$ cat src/hdl/sac_pkg.sv
// Shared constants, pin bundle and state type of the converter control
`default_nettype none
package sac_pkg;
  // Result width and its documented default
  localparam int RES_W_DEF      = 12;
  // Clock rate in MHz
  localparam int CLK_MHZ        = 40;
  // Nap wake-up time in ns and its cycle count, rounded up
  localparam int NAP_WAKE_NS    = 200;
  localparam int NAP_WAKE_CYC   = (NAP_WAKE_NS * CLK_MHZ + 999) / 1000;
  // Default sleep wake-up cycles
  localparam int SLEEP_WAKE_DEF = 400;
  // Default cycles spent on each bit decision
  localparam int BIT_CYC_DEF    = 2;
  // Reset value of the result latches
  localparam logic [15:0] RESULT_RST = 16'h0000;

  // Control pins as they arrive from the bus
  typedef struct packed {
    logic cs_n;      // chip_select_n
    logic convert_start_n_n;  // convert_start_n
    logic rd_n;      // read_n
    logic power_down_n_n;    // power_down_n
    logic nap_sel;   // shutdown_depth_select
  } sac_pins_s;

  // Idle level of the pins after reset
  localparam sac_pins_s PINS_RST = 5'h1E;

  // Sequencer states
  typedef enum logic [2:0] {
    ST_OFF, ST_WAKE, ST_IDLE, ST_CLEAR, ST_TRIAL, ST_LOAD, ST_DONE
  } sac_state_e;
endpackage
`default_nettype wire

$ cat src/hdl/sac_ctrl.sv
// Conversion sequencer, result latches and shutdown control of the converter
`default_nettype none
module sac_ctrl
  import sac_pkg::*;
#(
  parameter int RES_W          = sac_pkg::RES_W_DEF,
  parameter int BIT_CYC        = sac_pkg::BIT_CYC_DEF,
  parameter int SLEEP_WAKE_CYC = sac_pkg::SLEEP_WAKE_DEF
) (
  input  wire logic              clk,
  input  wire logic              arst_n,
  input  wire logic              clk_en,
  input  wire sac_pkg::sac_pins_s pins_async,
  input  wire logic              comp_high,
  output logic                   busy,
  output logic [RES_W-1:0]       result_bits_o,
  output logic                   result_bits_oe,
  output logic [RES_W-1:0]       dac_word,
  output logic                   sample_en,
  output logic                   nap_active,
  output logic                   sleep_active
);
  import sac_pkg::*;

  // Refuse shapes the counters cannot serve
  if (RES_W < 2 || RES_W > 16)
    $error("RES_W must lie in 2..16");
  if (BIT_CYC < 1 || BIT_CYC > 65535)
    $error("BIT_CYC must lie in 1..65535");
  if (SLEEP_WAKE_CYC < 1 || SLEEP_WAKE_CYC > 65535)
    $error("SLEEP_WAKE_CYC must lie in 1..65535");

  localparam logic [15:0] BIT_LAST   = 16'(BIT_CYC - 1);
  localparam logic [15:0] NAP_LAST   = 16'(NAP_WAKE_CYC - 1);
  localparam logic [15:0] SLEEP_LAST = 16'(SLEEP_WAKE_CYC - 1);
  localparam logic [3:0]  MSB_IDX    = 4'(RES_W - 1);

  // Pin synchroniser state
  sac_pins_s  s1_q, s1_d;
  sac_pins_s  s2_q, s2_d;
  logic       convert_start_n_prev_q, convert_start_n_prev_d;

  // Sequencer state
  sac_state_e st_q, st_d;
  logic [15:0] cnt_q, cnt_d;
  logic [3:0]  bit_q, bit_d;
  logic [RES_W-1:0] sar_q, sar_d;
  logic [RES_W-1:0] res_q, res_d;
  logic        busy_q, busy_d;
  logic        napping_q, napping_d;
  logic        nap_q, nap_d;
  logic        sleep_q, sleep_d;

  logic        start_fall;
  logic        pwr_ok;

  // Two-stage capture of every pin, plus edge history
  always_comb
  begin
    s1_d          = pins_async;
    s2_d          = s1_q;
    convert_start_n_prev_d = s2_q.convert_start_n_n;
  end

  always_ff @(posedge clk or negedge arst_n)
  begin
    if (!arst_n)
    begin
      s1_q          <= PINS_RST;
      s2_q          <= PINS_RST;
      convert_start_n_prev_q <= 1'b1;
    end
    else if (clk_en)
    begin
      s1_q          <= s1_d;
      s2_q          <= s2_d;
      convert_start_n_prev_q <= convert_start_n_prev_d;
    end
  end

  // Falling start edge counts only while selected
  assign start_fall = !s2_q.cs_n && convert_start_n_prev_q
                      && !s2_q.convert_start_n_n;
  assign pwr_ok     = s2_q.power_down_n_n;

  // Sequencer next-state and datapath
  always_comb
  begin
    st_d      = st_q;
    cnt_d     = cnt_q;
    bit_d     = bit_q;
    sar_d     = sar_q;
    res_d     = res_q;
    busy_d    = busy_q;
    napping_d = napping_q;
    nap_d     = !pwr_ok && s2_q.nap_sel;
    sleep_d   = !pwr_ok && !s2_q.nap_sel;
    if (!pwr_ok)
    begin
      // Shutdown abandons any conversion and keeps the last result
      st_d      = ST_OFF;
      busy_d    = 1'b1;
      sar_d     = '0;
      napping_d = s2_q.nap_sel;
    end
    else
    begin
      case (st_q)
        ST_OFF:
        begin
          st_d  = ST_WAKE;
          cnt_d = napping_q ? NAP_LAST : SLEEP_LAST;
        end
        ST_WAKE:
        begin
          if (cnt_q == 16'h0000)
            st_d = ST_IDLE;
          else
            cnt_d = cnt_q - 16'h0001;
        end
        ST_IDLE:
        begin
          // Only idle accepts a start, so a running one is never restarted
          if (start_fall)
          begin
            st_d   = ST_CLEAR;
            busy_d = 1'b0;
          end
        end
        ST_CLEAR:
        begin
          // Clear the register, then place the MSB trial
          sar_d          = '0;
          sar_d[MSB_IDX] = 1'b1;
          bit_d          = MSB_IDX;
          cnt_d          = BIT_LAST;
          st_d           = ST_TRIAL;
        end
        ST_TRIAL:
        begin
          // Internal clock paces each decision
          if (cnt_q != 16'h0000)
            cnt_d = cnt_q - 16'h0001;
          else
          begin
            if (!comp_high)
              sar_d[bit_q] = 1'b0;
            if (bit_q == 4'h0)
              st_d = ST_LOAD;
            else
            begin
              bit_d            = bit_q - 4'h1;
              sar_d[bit_q-1'b1] = 1'b1;
              cnt_d            = BIT_LAST;
            end
          end
        end
        ST_LOAD:
        begin
          // Offset word to two's complement by flipping the sign bit
          res_d = {!sar_q[RES_W-1], sar_q[RES_W-2:0]};
          st_d  = ST_DONE;
        end
        ST_DONE:
        begin
          busy_d = 1'b1;
          st_d   = ST_IDLE;
        end
        default:
        begin
          st_d   = ST_IDLE;
          busy_d = 1'b1;
        end
      endcase
    end
  end

  always_ff @(posedge clk or negedge arst_n)
  begin
    if (!arst_n)
    begin
      st_q      <= ST_IDLE;
      cnt_q     <= 16'h0000;
      bit_q     <= 4'h0;
      sar_q     <= '0;
      res_q     <= RESULT_RST[RES_W-1:0];
      busy_q    <= 1'b1;
      napping_q <= 1'b0;
      nap_q     <= 1'b0;
      sleep_q   <= 1'b0;
    end
    else if (clk_en)
    begin
      st_q      <= st_d;
      cnt_q     <= cnt_d;
      bit_q     <= bit_d;
      sar_q     <= sar_d;
      res_q     <= res_d;
      busy_q    <= busy_d;
      napping_q <= napping_d;
      nap_q     <= nap_d;
      sleep_q   <= sleep_d;
    end
  end

  // Output pins
  assign busy           = busy_q;
  assign result_bits_o  = res_q;
  assign result_bits_oe = !s2_q.cs_n && !s2_q.rd_n;
  assign dac_word       = sar_q;
  assign sample_en      = (st_q == ST_IDLE);
  assign nap_active     = nap_q;
  assign sleep_active   = sleep_q;
endmodule
`default_nettype wire

$ cat config.mk
export PLATFORM = sky130hd
export DESIGN_NAME = sac_ctrl
export DESIGN_NICKNAME = d
export VERILOG_FILES = /design/src/hdl/sac_pkg.sv /design/src/hdl/sac_ctrl.sv
export SDC_FILE = /design/constraint.sdc
export NUM_CORES = 1
export LEC_CHECK = 0
export ABC_AREA = 1
export ABC_CLOCK_PERIOD_IN_PS = 4300
export BUFFER_PORTS_ARGS = -buffer_cell sky130_fd_sc_hd__buf_2
export CAP_MARGIN = 40
export CORE_MARGIN = 2
export CORE_UTILIZATION = 55
export CTS_CLUSTER_DIAMETER = 100
export CTS_CLUSTER_SIZE = 30
export DETAILED_ROUTE_END_ITERATION = 7
export GPL_ROUTABILITY_DRIVEN = 0
export PLACE_DENSITY = 0.85
export SYNTH_ARGS = -nofsm -noshare
export SYNTH_HDL_FRONTEND = slang
export SYNTH_SLANG_ARGS = --single-unit
$ cat constraint.sdc
create_clock -name clk -period 4.3 [get_ports clk]
set_clock_uncertainty 0.1 [all_clocks]
set_input_delay 0.43 -clock clk [delete_from_list [all_inputs] [get_ports clk]]
set_output_delay 0.43 -clock clk [all_outputs]
set_load 0.005 [all_outputs]
# Word-level counts from Yosys, hierarchy flattened
# Cells that the tools add are included.
# W data, S select, Z words.
dict set report word_totals {
  regBits 62
  input_bits 9
  output_inout_bits 29
  word_cells 101
}
dict set report op_classes {
  add_sub_neg 2
  magnitude_cmp 4
  n_eq_ne 15
  n_mux 29
  bitwise_logic 4
  reduce_logical 27
}
# cell n
set ops {}
lappend ops {{$mux W12} 7}
lappend ops {{$pmux W16 S4} 1}
lappend ops {{$mux W16} 3}
lappend ops {{$pmux W12 S2} 1}
lappend ops {{$pmux W3 S6} 1}
lappend ops {{$logic_not A16 Y1} 1}
lappend ops {{$reduce_bool A16 Y1} 1}
lappend ops {{$sub A16 B1 Y16 const B} 1}
lappend ops {{$mux W3} 5}
lappend ops {{$reduce_and A5 Y1} 3}
lappend ops {{$and A12 B12 Y12} 1}
lappend ops {{$ne A3 B3 Y1 const B} 4}
lappend ops {{$not A12 Y12} 1}
lappend ops {{$or A12 B12 Y12} 1}
lappend ops {{$lt A4 B5 Y1 const B} 2}
lappend ops {{$mux W9} 1}
lappend ops {{$reduce_and A3 Y1} 3}
lappend ops {{$demux W1 S4} 2}
lappend ops {{$ge A4 B1 Y1 const B} 2}
lappend ops {{$mux W4} 2}
lappend ops {{$ne A2 B2 Y1 const B} 4}
lappend ops {{$pmux W4 S2} 1}
lappend ops {{$logic_and A1 B1 Y1} 7}
lappend ops {{$eq A3 B2 Y1 const B} 2}
lappend ops {{other kinds (15)} 24}

# Longest topological paths before layout
dict set report depth {
  ltp_word 15
  mapped_depth 12
  ltp_nobuf 11
}

# Worst setup path after synthesis
# Ideal clock, no wire load.
dict set report synth_path {
  kind {register to register}
  start {reg cnt_q[0]}
  end {reg cnt_q[0]}
  setup_time_ns 0.120
  arrival_time_ns 1.453
  required_ns 4.080
  path_slack_ns 2.628
  path_stages_with_launch 13
  n_path_buf 1
  synth_period_minus_slack_ns 1.672
  cell_sequence {dfrtp_1 -> inv_1 -> ha_1 -> nand2_1 -> nor2_1 -> nand2_1 -> nor2_2 -> nand2_4 -> nand2_4 -> inv_2 -> buf_6 -> nand2_1 -> o21ai_2}
}
dict set report synth_via {
  elab_chain_len 3
  word_cells_on_any_way 9
  cone_classes {add/sub: 1; eq/ne: 2; mux: 3; reduce/logical: 3}
}
# element line_no
set synth_rtl {}
lappend synth_rtl {{start, declared} sac_ctrl.sv:45} ;# logic [15:0] cnt_q, cnt_d;
lappend synth_rtl {{start signal, assigned} sac_ctrl.sv:195} ;# cnt_q <= cnt_d;
lappend synth_rtl {{$sub A16 B1 Y16, or another cell as far along} {sac_ctrl.sv:119, sac_ctrl.sv:143}}
lappend synth_rtl {{$mux W16, or another cell as far along} sac_ctrl.sv:142} ;# if (cnt_q != 16'h0000)
lappend synth_rtl {{$pmux W16 S4 / $reduce_and A5 Y1 (equally long branches)} --}
# Several ways; a longest one is shown, not always the timed one. The select of a mux whose other input is x is not followed.
# A chain may end at the register's enable or synchronous reset.

# Worst setup path after layout
dict set report layout_path {
  start {reg st_q[2]}
  end {reg res_q[3], in the netlist result_bits_o[3]}
}
dict set report layout_via {
  elab_chain_len 2
}
# element line_no
set layout_rtl {}
lappend layout_rtl {{start, declared} sac_ctrl.sv:44} ;# sac_state_e st_q, st_d;
lappend layout_rtl {{start signal, assigned} sac_ctrl.sv:194} ;# st_q <= st_d;
lappend layout_rtl {{$eq A3 B3 Y1} sac_ctrl.sv:108} ;# case (st_q)
lappend layout_rtl {{$reduce_and A3 Y1 (no line)} --}
lappend layout_rtl {{end signal, assigned} sac_ctrl.sv:186} ;# res_q <= RESULT_RST[RES_W-1:0];
lappend layout_rtl {{end signal, assigned} sac_ctrl.sv:198} ;# res_q <= res_d;
lappend layout_rtl {{end, declared} sac_ctrl.sv:48} ;# logic [RES_W-1:0] res_q, res_d;
# Every way passes these cells.

==> metrics.txt <==
Hold Path Class in -> async; Skew-Pair Late Insertion Delay between 0.3 and 0.4 ns; Synth area leaders dfrtp_1 (35%), nand2_1 (15%), dfstp_2 (8.0%); DRC errors left 0; min Tclk post-route about 2.1 ns; remaining antenna violation count 0; vias per cell approximately 5.6; Syn. warnings 0; Die Ht about 85 um; Crit-path slowest cell nand3_1; drt first pass iters 5; CTS resizes 0; Post-synth top flop dfrtp_1; area grow syn2layout 11.9%; Synth Area in Compound Gates 11.4%; vias in the first global route between 3000 and 4000; FFs w/ async S/R, synth 100%; Mapped Cells just under 500; max-slew violations 0; first-pass GRT wire length 14.3 mm; largest net degree at the start of global routing 63; mux cell area share after synthesis less than 1%; Cell Rows 29; Period Utilization, post-route 48.1%; Syn Area/Cell ~7.5 um2; Reg clk slew, reported paths ~0.080 ns; GRT overflow 0; EDFF count, synth 0; setup repair bufs after CTS 0; WL/cell 13.5 um; worst path buffer plus inverter count 1; CTS sink count between 60 and 70; commonest cells in the netlist nand2_1 (140), inv_1 (54), dfrtp_1 (51), nor2_1 (51), nand3_1 (44); Final HPWL DP ~6 mm; Worst Path Max Fanout 23; 1st-iter DRT viols around 270; GRT Resource Usage Total approximately a quarter; Peak VDD IR 249 uV; status complete, no violations; port bufs 37; layout cell share with drive strength beyond 1 18.6%; sequential element share of the synthesized area about 43%; initial antenna violation count 0; CTS Hold Bufs 0; post-synth top area cell dfrtp_1; Synth top area share around a third; Post-Synth Simple-Gate Area between 30% and 40%; kind of critical path reg -> reg; Core ar. about 0.0063 mm2; Rel. slew slack about half; Slowest Stage Delay on Critical Path around 0.55 ns; power per cell area roughly 430 mW/mm2; hold violation count in the final report 0; Die ar. slightly above 0.007 mm2; Worst setup EP type flop; Min Hold Slack between 0.1 and 0.15 ns; Initial Utilization 57.0%; crit path launch type flop; Die Wd roughly 85 um; Synth Area in Adders 2.42%; Vias around 3400; #FFs+latches synth just over 60; final WL a little over 8 mm; largest family of logic cells by synthesized area simple AND/OR/NAND/NOR gates; # IOs 38; RSZ-0062 raised after global routing false; max-cap violation count 0; Syn Nets 500; top-count cell post-synth nand2_1; CTS tree built; Final setup viols 0; TritonCTS Buffers 9; Max Clk Rate slightly below 500 MHz; Cell Area, Synth 0.00362 mm2; total negative slack 0 ns; Clock Path Buffers 2; CP arrival 2.20 ns; XOR/XNOR Fraction of Synth Area less than 1%; leakage between 2 and 2.5 nW; CP required around 4.4 ns; Layout Nets 539; H-tree Lvls 3; family with the most delay on the worst path simple AND/OR/NAND/NOR gates; worst-margin pin slew ~0.77 ns; filler instances roughly 520; CTS Root Buffer Type clkbuf_8; Unique masters post-synth 37; crit-path cells inv_1 > nor3_1 > nand3_1 > mux2_2; ANT cells 0
## sequential cells by signal, summed over array words and instances (netlist names)
register                count
dac_word                   12
sleep_active                1
convert_start_n_prev_q      1
nap_active                  1
s1_q                        5
st_q                        3
convert_start_n_prev_d      1
bit_q                       4
pwr_ok                      1
cnt_q                      16
busy                        1
napping_q                   1
result_bits_o              12
s2_q                        3
## layer usage
metal	global-route usage [%]	up-vias	share of wire, %
li1	-	1640	-
met1	32.8	1563	43
met2	38.6	144	48
met3	4.86	25	6.4
met4	11.4	0	2.3
met5	0	-	0
## cell usage in the layout, fill, tap and decap left out, types with 2 or more instances in the layout
master     instances
nand2_1          140
inv_1             54
nor2_1            51
dfrtp_1           51
nand3_1           44
o21ai_0           41
buf_2             37
dfstp_2           11
nand4_1           10
o21ai_1           10
clkbuf_8           9
a21oi_1            8
ha_1               7
nor2_4             6
nand2_4            6
nand2_2            4
a21oi_2            4
inv_2              3
nor2_2             3
nor3_1             3
o21ai_2            2
o21bai_1           2
xor2_1             2
a31oi_1            2
clkinv_2           2
bufinv_16          2
## area by class of cell
type	instances	area (um2)	share of cell area, %
well taps	77	96.3	2.38
inverters	58	220	5.44
clock buffers	10	128	3.15
multi-input cells	354	1760	43.5
flip-flops and latches	62	1570	38.7
clock inverters	6	86.3	2.13
repair buffers	38	193	4.76
## power by group
group          leakage [nW]  internal (mW)  total (mW)  switching (mW)
registers             0.795          0.652       0.722          0.0702
clock network         0.106          0.325       0.564           0.238
logic                  1.14          0.150       0.459           0.309
## through the flow
step | util, % | setup slack (ns) | area, um2 | cells | power [mW]
4_1_cts | 63.7 | 2.25 | 4050 | 605 | 1.75
5_1_grt | 63.7 | 2.02 | 4050 | 605 | 1.85
2_1_floorplan | - | 2.63 | 3620 | 484 | 1.07
3_5_place_dp | 60.4 | 2.28 | 3830 | 589 | 1.18
6_report | 63.7 | 2.23 | 4050 | 605 | 1.74
3_3_place_gp | 60.4 | 2.31 | 3830 | 589 | 1.16
## worst reg2reg max path, stage by stage (launching register included)
cell	delay, ns
dfrtp_1	0.45
inv_1	0.13
nor3_1	0.25
nand3_1	0.55
mux2_2	0.48
## cell families (layout without fill, tap and decap cells)
| family | after synthesis | in the layout |
|---|---|---|
| simple gates | 270 | 270 |
| compound gates | 73 | 73 |
| buf+inv | 68 | 112 |
| flops | 62 | 62 |
| fa+ha+maj | 7 | 7 |
| xor+xnor | 3 | 3 |
| mux | 1 | 1 |
## final timing paths
path	slack [ns]	from	to	depth (start not counted)
max in group asynchronous	3.46	arst_n	cnt_q[13]$_DFFE_PN0P_	2
min in group clk	0.17	pins_async[2]	s1_q[2]$_DFFE_PN1P_	3
max reg2reg	2.23	st_q[2]$_DFFE_PN0P_	result_bits_o[3]$_DFFE_PN0P_	4
max	2.23	st_q[2]$_DFFE_PN0P_	result_bits_o[3]$_DFFE_PN0P_	4
min	0.13	arst_n	cnt_q[8]$_DFFE_PN0P_	2
min reg2reg	0.36	s2_q[2]$_DFFE_PN1P_	s2_q[2]$_DFFE_PN1P_	2
(Power assumes the default switching activity.)
